[src/rtl/fsgc_pkg.sv]
// Functional notes
// - in normal run select the higher peak limit level for peak trip.
// - in start-up select the lower peak limit level for peak trip.
// - ignore both trips for a blanking interval at each on-time start.
// - after blanking open a window; honour the ccm window trip only inside it.
// - a ccm window trip inside the window ends the current on-time.
// - the two trips are ORed to reset the on/off latch, ending the on-time.
// - start-up off-time is fixed; its expiry sets the latch for a new on-time unless the burst's 16 pulses are done.
// - in normal run both trips stay active with the same qualification.
// - in normal run a trip ends the on-time until the next command on edge.
// - in normal run without trips the gate follows the command exactly.
// - in start-up each burst period allows exactly 16 switching cycles.
// - burst period is a parameter covering 50 Hz to 1000 Hz.
// - the burst oscillator is disabled in normal run.
// - the pwm command input is active low.
// - without pwm activity for the timeout, return to start-up mode.
// - external commands drive the gate only while the linear regulator is off.
// - undervoltage holds the gate off in every mode.
`default_nettype none
package fsgc_pkg;
  // ************************************************************
  // timing
  // ************************************************************
  localparam int CLK_NS     = 5;
  localparam int CNT_W      = 22;
  localparam int BLANK_NS   = 240;
  localparam int WIN_NS     = 166;
  localparam int OFF_NS     = 21000;
  localparam int TIMEOUT_NS = 260000;
  localparam int BURST_HZ   = 1000;
  localparam int BURST_HZ_MIN = 50;
  localparam int BURST_HZ_MAX = 1000;
  localparam logic [CNT_W-1:0] BLANK_CYC = CNT_W'((BLANK_NS + CLK_NS - 1) / CLK_NS);
  localparam logic [CNT_W-1:0] WIN_CYC   = CNT_W'(WIN_NS / CLK_NS);
  localparam logic [CNT_W-1:0] OFF_CYC_DEF = CNT_W'((OFF_NS + CLK_NS - 1) / CLK_NS);
  localparam logic [CNT_W-1:0] TIMEOUT_CYC_DEF =
    CNT_W'((TIMEOUT_NS + CLK_NS - 1) / CLK_NS);
  localparam logic [CNT_W-1:0] BURST_CYC_DEF = CNT_W'(1000000000 / (CLK_NS * BURST_HZ));
  localparam logic [4:0] BURST_PULSES = 5'h10;
  // ************************************************************
  // pin synchroniser: pwm_n, peak, ccm, hv_off, uvlo
  // ************************************************************
  localparam int NSYNC = 5;
  localparam logic [NSYNC-1:0] SYNC_RST = 5'h11;
  typedef enum logic {MD_STARTUP, MD_NORMAL} fsgc_mode_t;
endpackage
`default_nettype wire

[src/rtl/fsgc_qual_if.sv]
`default_nettype none
interface fsgc_qual_if;
  logic gate_on;
  logic peak_trip;
  logic ccm_trip;
  logic trip_rst;
  modport ctl  (output gate_on, output peak_trip, output ccm_trip, input trip_rst);
  modport qual (input gate_on, input peak_trip, input ccm_trip, output trip_rst);
endinterface
`default_nettype wire

[src/rtl/fsgc_qual.sv]
`default_nettype none
module fsgc_qual
  import fsgc_pkg::*;
(
  input  wire logic  clk,
  input  wire logic  rst_n,
  fsgc_qual_if.qual  q
);
  logic [CNT_W-1:0] on_cnt_q;
  logic             blank;
  logic             window;

  // ************************************************************
  // on-time counter
  // ************************************************************
  always_ff @(posedge clk or negedge rst_n) begin
    if (!rst_n) begin
      on_cnt_q <= '0;
    end else if (!q.gate_on) begin
      on_cnt_q <= '0;
    end else if (on_cnt_q < BLANK_CYC + WIN_CYC) begin
      on_cnt_q <= on_cnt_q + 1'b1;
    end
  end

  assign blank  = on_cnt_q < BLANK_CYC;
  assign window = !blank && (on_cnt_q < BLANK_CYC + WIN_CYC);
  assign q.trip_rst = q.gate_on && !blank &&
                      (q.peak_trip || (window && q.ccm_trip));
endmodule
`default_nettype wire

[src/rtl/fsgc_top.sv]
`default_nettype none
module fsgc_top
  import fsgc_pkg::*;
#(
  parameter logic [CNT_W-1:0] OFF_CYC     = OFF_CYC_DEF,
  parameter logic [CNT_W-1:0] TIMEOUT_CYC = TIMEOUT_CYC_DEF,
  parameter logic [CNT_W-1:0] BURST_CYC   = BURST_CYC_DEF
)(
  input  wire logic CLK,
  input  wire logic RST_N,
  input  wire logic EXT_PWM_CMD_N,
  input  wire logic PEAK_LIMIT_TRIP,
  input  wire logic CCM_WINDOW_TRIP,
  input  wire logic HV_REG_OFF,
  input  wire logic UVLO_LOW,
  output var  logic GATE,
  output var  logic PEAK_LIMIT_HIGH_SEL,
  output var  logic NORMAL_RUN,
  output var  logic BURST_ACTIVE
);
  logic [NSYNC-1:0] pin_in;
  logic [NSYNC-1:0] s1_q;
  logic [NSYNC-1:0] s2_q;
  logic [NSYNC-1:0] s3_q;
  logic [NSYNC-1:0] filt_q;
  logic             cmd_on;
  logic             cmd_on_prev_q;
  logic             cmd_rise;
  logic             pwm_edge;
  logic             hv_off;
  logic             uvlo;
  fsgc_mode_t       mode_q;
  logic [CNT_W-1:0] idle_cnt_q;
  logic [CNT_W-1:0] burst_cnt_q;
  logic [CNT_W-1:0] off_cnt_q;
  logic [4:0]       pulse_cnt_q;
  logic             latch_q;
  logic             block_q;
  logic             gate_q;
  logic             gate_d;
  logic             burst_act;
  logic             burst_start;
  logic             trip;
  logic             startup;

  fsgc_qual_if qi ();

  // ************************************************************
  // pin synchronisers
  // ************************************************************
  assign pin_in = {EXT_PWM_CMD_N, PEAK_LIMIT_TRIP, CCM_WINDOW_TRIP, HV_REG_OFF, UVLO_LOW};

  for (genvar i = 0; i < NSYNC; i++) begin : g_sync
    always_ff @(posedge CLK or negedge RST_N) begin
      if (!RST_N) begin
        s1_q[i]   <= SYNC_RST[i];
        s2_q[i]   <= SYNC_RST[i];
        s3_q[i]   <= SYNC_RST[i];
        filt_q[i] <= SYNC_RST[i];
      end else begin
        s1_q[i] <= pin_in[i];
        s2_q[i] <= s1_q[i];
        s3_q[i] <= s2_q[i];
        if (s2_q[i] == s3_q[i]) begin
          filt_q[i] <= s3_q[i];
        end
      end
    end
  end

  assign cmd_on   = !filt_q[4];
  assign hv_off   = filt_q[1];
  assign uvlo     = filt_q[0];
  assign cmd_rise = cmd_on && !cmd_on_prev_q;
  assign pwm_edge = cmd_on != cmd_on_prev_q;

  always_ff @(posedge CLK or negedge RST_N) begin
    if (!RST_N) begin
      cmd_on_prev_q <= 1'b0;
    end else begin
      cmd_on_prev_q <= cmd_on;
    end
  end

  // ************************************************************
  // mode selection
  // ************************************************************
  always_ff @(posedge CLK or negedge RST_N) begin
    if (!RST_N) begin
      mode_q     <= MD_STARTUP;
      idle_cnt_q <= '0;
    end else if (uvlo || !hv_off) begin
      mode_q     <= MD_STARTUP;
      idle_cnt_q <= '0;
    end else if (pwm_edge) begin
      mode_q     <= MD_NORMAL;
      idle_cnt_q <= '0;
    end else if (mode_q == MD_NORMAL) begin
      if (idle_cnt_q >= TIMEOUT_CYC - 1'b1) begin
        mode_q     <= MD_STARTUP;
        idle_cnt_q <= '0;
      end else begin
        idle_cnt_q <= idle_cnt_q + 1'b1;
      end
    end
  end

  assign startup = (mode_q == MD_STARTUP);

  // ************************************************************
  // blanking and window qualification
  // ************************************************************
  assign qi.gate_on   = gate_q;
  assign qi.peak_trip = filt_q[3];
  assign qi.ccm_trip  = filt_q[2];
  assign trip         = qi.trip_rst;

  fsgc_qual u_qual (
    .clk   (CLK),
    .rst_n (RST_N),
    .q     (qi)
  );

  // ************************************************************
  // burst oscillator
  // ************************************************************
  assign burst_start = startup && !uvlo && (burst_cnt_q == '0);
  assign burst_act   = startup && (pulse_cnt_q < BURST_PULSES);

  always_ff @(posedge CLK or negedge RST_N) begin
    if (!RST_N) begin
      burst_cnt_q <= '0;
    end else if (!startup || uvlo) begin
      burst_cnt_q <= '0;
    end else if (burst_cnt_q >= BURST_CYC - 1'b1) begin
      burst_cnt_q <= '0;
    end else begin
      burst_cnt_q <= burst_cnt_q + 1'b1;
    end
  end

  // ************************************************************
  // start-up current regulator
  // ************************************************************
  always_ff @(posedge CLK or negedge RST_N) begin
    if (!RST_N) begin
      latch_q     <= 1'b0;
      off_cnt_q   <= '0;
      pulse_cnt_q <= BURST_PULSES;
    end else if (!startup || uvlo) begin
      latch_q     <= 1'b0;
      off_cnt_q   <= '0;
      pulse_cnt_q <= BURST_PULSES;
    end else if (burst_start) begin
      latch_q     <= 1'b1;
      off_cnt_q   <= '0;
      pulse_cnt_q <= '0;
    end else if (burst_act) begin
      if (latch_q) begin
        if (trip) begin
          latch_q   <= 1'b0;
          off_cnt_q <= '0;
        end
      end else if (off_cnt_q >= OFF_CYC - 1'b1) begin
        off_cnt_q   <= '0;
        pulse_cnt_q <= pulse_cnt_q + 1'b1;
        latch_q     <= (pulse_cnt_q + 1'b1) < BURST_PULSES;
      end else begin
        off_cnt_q <= off_cnt_q + 1'b1;
      end
    end
  end

  // ************************************************************
  // normal run trip blocking
  // ************************************************************
  always_ff @(posedge CLK or negedge RST_N) begin
    if (!RST_N) begin
      block_q <= 1'b0;
    end else if (startup) begin
      block_q <= 1'b0;
    end else if (trip) begin
      block_q <= 1'b1;
    end else if (cmd_rise) begin
      block_q <= 1'b0;
    end
  end

  // ************************************************************
  // gate driver
  // ************************************************************
  always_comb begin
    if (uvlo) begin
      gate_d = 1'b0;
    end else if (!startup) begin
      gate_d = hv_off && cmd_on && !block_q && !trip;
    end else begin
      gate_d = burst_act && latch_q && !trip;
    end
  end

  always_ff @(posedge CLK or negedge RST_N) begin
    if (!RST_N) begin
      gate_q <= 1'b0;
    end else begin
      gate_q <= gate_d;
    end
  end

  assign GATE                = gate_q;
  assign PEAK_LIMIT_HIGH_SEL = !startup;
  assign NORMAL_RUN          = !startup;
  assign BURST_ACTIVE        = burst_act;
endmodule
`default_nettype wire

[config.mk]
export PLATFORM = sky130hd
export DESIGN_NAME = fsgc_top
export DESIGN_NICKNAME = d
export VERILOG_FILES = /design/src/rtl/fsgc_pkg.sv /design/src/rtl/fsgc_qual_if.sv /design/src/rtl/fsgc_qual.sv /design/src/rtl/fsgc_top.sv
export SDC_FILE = /design/constraint.sdc
export NUM_CORES = 1
export LEC_CHECK = 0
export BUFFER_PORTS_ARGS = -buffer_cell sky130_fd_sc_hd__buf_4
export CAP_MARGIN = 20
export CORE_ASPECT_RATIO = 0.5
export CORE_MARGIN = 2
export CORE_UTILIZATION = 50
export CTS_CLUSTER_SIZE = 25
export DETAILED_ROUTE_END_ITERATION = 12
export GPL_ROUTABILITY_DRIVEN = 1
export PLACE_DENSITY = 0.67
export SLEW_MARGIN = 20
export SYNTH_ARGS = -nofsm -noshare
export SYNTH_HDL_FRONTEND = slang
export SYNTH_SLANG_ARGS = --single-unit
[constraint.sdc]
create_clock -name CLK -period 2.3 [get_ports CLK]
set_input_delay 0.115 -clock CLK [delete_from_list [all_inputs] [get_ports CLK]]
set_output_delay 0.115 -clock CLK [all_outputs]
set_load 0.005 [all_outputs]
# Word level (Yosys, flattened, before mapping)

Index checks and enable logic that the tools add are counted.

Word-level logic and storage cells: 116
Bits in registers: 118
Bits of input ports: 7

Equality and inequality tests: 10
Muxes and demuxes: 34
$lt $le $gt $ge: 7
Reduce and logical (&&, ||, !) cells: 29
Add/subtract/negate cells: 5
Bitwise operators: 1

Operators by type and width:

| cell                  | number |
|---|---|
| $mux 22               | 14 |
| $add 22x1->22 const B | 4 |
| $mux 5                | 5 |
| $ge 22x13->1 const B  | 1 |
| $ge 22x16->1 const B  | 1 |
| $ge 22x18->1 const B  | 1 |
| $logic_not 22->1      | 1 |
| $lt 22x6->1 const B   | 1 |
| $lt 22x7->1 const B   | 1 |
| $mux 1                | 15 |
| $logic_and 1x1->1     | 13 |
| $lt 5x5->1 const B    | 2 |
| $reduce_bool 3->1     | 3 |
| $logic_not 1->1       | 7 |
| $add 5x1->5 const B   | 1 |
| $eq 1x1->1            | 5 |
| $ne 4x1->1 const B    | 1 |
| $logic_or 1x1->1      | 3 |
| $ne 3x1->1 const B    | 1 |
| $ne 3x2->1 const B    | 1 |
| $reduce_and 3->1      | 1 |
| $ne 2x1->1 const B    | 1 |
| $reduce_and 2->1      | 1 |
| $ne 1x1->1            | 1 |
| $not 1->1             | 1 |

# Depth between registers and ports, before layout

Depth in word-level cells: 11
Gate-level depth with buffers: 10

# Modules after synthesis

Synthesis repeated with hierarchy kept, for this count alone.

Cells, all modules: 521
Area, all modules: 5,437.7 um^2

Modules (own cells, without submodules):

| module    | cells each | area each (um^2) | times used | seq. area each (um^2) |
|---|---|---|---|---|
| fsgc_top  | 435        | 4,493.1          | 1          | 2,413.6 |
| fsgc_qual | 86         | 944.7            | 1          | 550.5 |

# Worst setup path after synthesis

OpenSTA, ideal clock, no wires.

Kind: register to register
From: register off_cnt_q[0]
To: register off_cnt_q[4]
Setup time: 95 ps
Buffers on the path: 1
Data required time: 2,205 ps
Cell stages (with the launch flop): 9
Arrival time: 2,174 ps
Slack: 31 ps
Path through: dfrtp_1 > ha_1 > a211oi_1 > o211ai_1 > a21oi_4 > or3b_4 > or2_0 > buf_6 > o31ai_1

Cells in the longest elaborated chain, start to end: 6

RTL lines:

| item                                          | line                             | text |
|---|---|---|
| from (decl)                                   | fsgc_top.sv:35                   | `logic [CNT_W-1:0] off_cnt_q;` |
| from (signal assigned)                        | fsgc_top.sv:169                  | `off_cnt_q <= off_cnt_q + 1'b1;` |
| $add 22x1->22 or $ge 22x13->1 (tied branches) | fsgc_top.sv:169, fsgc_top.sv:164 |  |
| $mux 22 (*)                                   | fsgc_top.sv:164                  | `end else if (off_cnt_q >= OFF_CYC - 1'b1) begin` |
| $mux 22 (*)                                   | fsgc_top.sv:159                  | `if (latch_q) begin` |
| $mux 22 (*)                                   | fsgc_top.sv:158                  | `end else if (burst_act) begin` |
| $mux 22 (*)                                   | fsgc_top.sv:154                  | `end else if (burst_start) begin` |
| $mux 22 (*)                                   | fsgc_top.sv:150                  | `end else if (!startup \|\| uvlo) begin` |

Mark *: on every way between the ends. The rest lies on a longest branch, timed or not. The select of a mux whose other input is x is not followed.
A chain may end at the register's enable or synchronous reset.

# Worst setup path in the final report

From: register off_cnt_q[1]
To: register off_cnt_q[6]

Same word-level chain as after synthesis.

==> results.json <==
{
  "synth_top_area_share": 0.5224,
  "synth.distinct_cells": 55,
  "synth_seq_area_share": 0.5677,
  "grt_max_degree": 48,
  "slew_headroom": 0.4591,
  "die_w_um": 148.5,
  "worst_slew_pin_slew_ns": 0.8084,
  "ys_warn_count": 0,
  "avgSynthCellArea_um2": 10.61,
  "fin_util": 0.6475,
  "clock_sinks": 118,
  "synth_edf_count": 0,
  "synth.area.top_cells": "dfrtp_1 52%, dfstp_2 4.5%, and2_1 3.7%, nand2_1 3.2%, nor2_1 3.2%",
  "min_path_type": "input pin to asynchronous set/reset pin",
  "outcome": "finished with violations",
  "violations": "setup timing",
  "multi_input_area_um2": 2293,
  "num_antenna_cells": 0,
  "place_congestion": 0.7533,
  "area_growth_pct": 26.26,
  "async_reset_ff_frac": 1.000,
  "coreArea_um2": 10180,
  "dp_hpwl_um": 6402,
  "cp.arrival_ns": 2.65,
  "syn_inst": 492,
  "drc": 0,
  "finalHoldViolCount": 0,
  "ys_seq_elements": 118,
  "num_rows": 26,
  "vias": 3861,
  "die-area_um2": 11330,
  "clockBufferDepth": 2,
  "cts_tree": "done",
  "p_switching_w": 0.001137,
  "floorplan.initialDensity": 0.5128,
  "syn_area_um2": 5221,
  "cap_violations": 0,
  "power.density_nw_per_um2": 746.1,
  "nFillCells": 784,
  "drive_gt1_frac": 0.2199,
  "worstSetupStartpointType": "flip-flop",
  "fin_worst_skew_ns": 0.008958,
  "ir_worst_vdd_mv": 0.4888,
  "overflow": 0,
  "grt_pass1_vias": 3676,
  "routed_via_density": 5.415,
  "power_w": 0.004919,
  "synth_top_cells_by_count": "109 x dfrtp_1, 44 x nand2_1, 44 x nor2_1",
  "ioPinCount": 11,
  "layout.nets": 575,
  "synth.most_common_cell": "dfrtp_1",
  "finalWirelength_um": 10490,
  "p_leak_nw": 2.817,
  "cp-startpoint": "off_cnt_q[1]",
  "worstSkewPairLatency_ns": 0.41,
  "grt_use_total": 0.2001,
  "min_period_ns": 2.313,
  "antenna_found_initial": 0,
  "synth_top_area_cell": "dfrtp_1",
  "drv_slew": 0,
  "p_int_w": 0.003782,
  "required_ns": 2.64,
  "rsz0062_at_grt": "true",
  "p_comb_frac": 0.060,
  "seq_power_share": 0.436,
  "clockRootBuffer": "clkbuf_16",
  "r2r-start": "off_cnt_q[1]",
  "max_freq_ghz": 0.4323,
  "grt_pass1_wl_um": 17860,
  "cts_made_buffers": 17,
  "p_sw_frac": 0.2311,
  "dr.pass1.iters": 6,
  "setup_viol": 2,
  "period_share": 1.006,
  "clkTransAtPathRegs_ns": 0.06,
  "cp-end-kind": "flip-flop",
  "h-tree-depth": 4,
  "routedWlPerCell_um": 14.71,
  "port_buffers": 10,
  "ys.flop_type": "dfrtp_1",
  "worst_slack_ns": -0.01330,
  "detail-route-antenna-nets": 0,
  "die_y_um": 76.26,
  "crit_type": "flip-flop to flip-flop",
  "setup_tns_ns": -0.01817,
  "power_frac_clock": 0.504,
  "seq_area_um2": 2964,
  "drt-initial-drc-count": 228,
  "crit_fanout": 6
}
-- per-layer routing --
layer	routed length (um)	global-route usage	share of wire	vias to the layer above
met4	126	0.07619	0.012	0
li1	-	-	-	1875
met2	4754	0.2907	0.45	89
met5	0	0	0	-
met3	426	0.06108	0.041	16
met1	5177	0.2842	0.49	1881
-- final timing paths --
check / slack (ns) / cells past startpoint / endpoint
max: -0.01 / 8 / off_cnt_q[6]
min: 0.27 / 2 / burst_cnt_q[6]
max reg2reg: -0.01 / 8 / off_cnt_q[6]
min reg2reg: 0.35 / 0 / s2_q[2]
max in group asynchronous: 1.33 / 3 / pulse_cnt_q[4]
min in group CLK: 0.35 / 0 / s2_q[2]
-- registers in the layout, summed over array words and instances (netlist names) --
register         cells
GATE                 1
NORMAL_RUN           1
block_q              1
burst_cnt_q         22
cmd_on_prev_q        1
filt_q               1
hv_off               1
idle_cnt_q          22
latch_q              1
off_cnt_q           22
pulse_cnt_q          5
qi.ccm_trip          1
qi.peak_trip         1
s1_q                 5
s2_q                 5
s3_q                 5
u_qual.on_cnt_q     22
uvlo                 1
-- worst max-delay path, cell delays in order, from the launching register on --
cell and delay, ns:
dfrtp_1 0.39, ha_2 0.19, a211oi_2 0.20, o211ai_1 0.17
a21oi_4 0.23, or3b_4 0.42, buf_4 0.17, a2111o_1 0.37
o21ai_2 0.12
-- power groups by stage --
stage / Sequential [W] / Clock (W) / Combinational, W
2_1_floorplan: 0.00217 / 0 / 0.000116
3_3_place_gp: 0.00218 / 0 / 0.000239
3_5_place_dp: 0.00218 / 0 / 0.000245
6_report: 0.00214 / 0.00248 / 0.000297
5_1_grt: 0.00215 / 0.00264 / 0.000327
4_1_cts: 0.00214 / 0.00252 / 0.000263
-- kinds of logic after synthesis --
logic type	Yosys count	synth area share
buffers and inverters	30	0.02396
DFF	118	0.5677
adders and majority gates	13	0.02876
muxes	1	0.002157
xor gates and xnor gates	23	0.03858
AOI/OAI and AO/OA	96	0.1325
and+or+nand+nor	210	0.2056
other	1	0.0007182
-- stage by stage --
stage,setup slack [ns],std cells,instance area [um2],hold WS [ns]
3_3_place_gp,-0.3030,667,5746,0.1728
4_1_cts,0.01157,708,6414,0.2874
6_report,-0.01330,713,6593,0.2733
2_1_floorplan,0.03066,495,5233,-0.1806
5_1_grt,-0.05249,713,6593,0.3271
3_5_place_dp,-0.1640,667,5753,0.1780
-- repair_timing --
action / 4_1_cts / 5_1_grt
endpoints found under the setup margin: 17 / 18
resized for setup: 5 / 26
pin swaps: 4 / 12
setup buffers: 2 / 5
hold endpoints to repair: 46 / 0
hold buffers: 6 / 0
gates cloned: 1 / 0
-- area by class of cell --
type	count	area share
Sequential cell	118	0.4496
Multi-Input combinational cell	348	0.3479
Inverter	12	0.006832
Clock buffer	21	0.06984
Timing Repair Buffer	63	0.08389
Clock inverter	11	0.01537
Tap cell	140	0.02657
-- cells in the final DEF, fill, tap and decap left out, types with 5 or more instances in the layout --
cell / instances
dfstp_2: 9
nor4_1: 13
xor2_1: 9
buf_4: 50
o21ai_0: 12
nand2b_1: 7
nor3_1: 13
o21a_1: 7
nor2b_1: 5
ha_1: 6
and2_1: 31
o2bb2a_1: 7
and3_1: 10
clkinvlp_4: 7
a31oi_1: 13
a21oi_1: 14
nand3_1: 20
nand4_1: 6
a22oi_1: 5
inv_1: 10
clkbuf_16: 17
maj3_1: 5
nor2_1: 44
nand2_1: 44
dlygate4sd3_1: 6
dfrtp_1: 109
xnor2_1: 14
No activity file was read; power rests on OpenSTA's default activity.
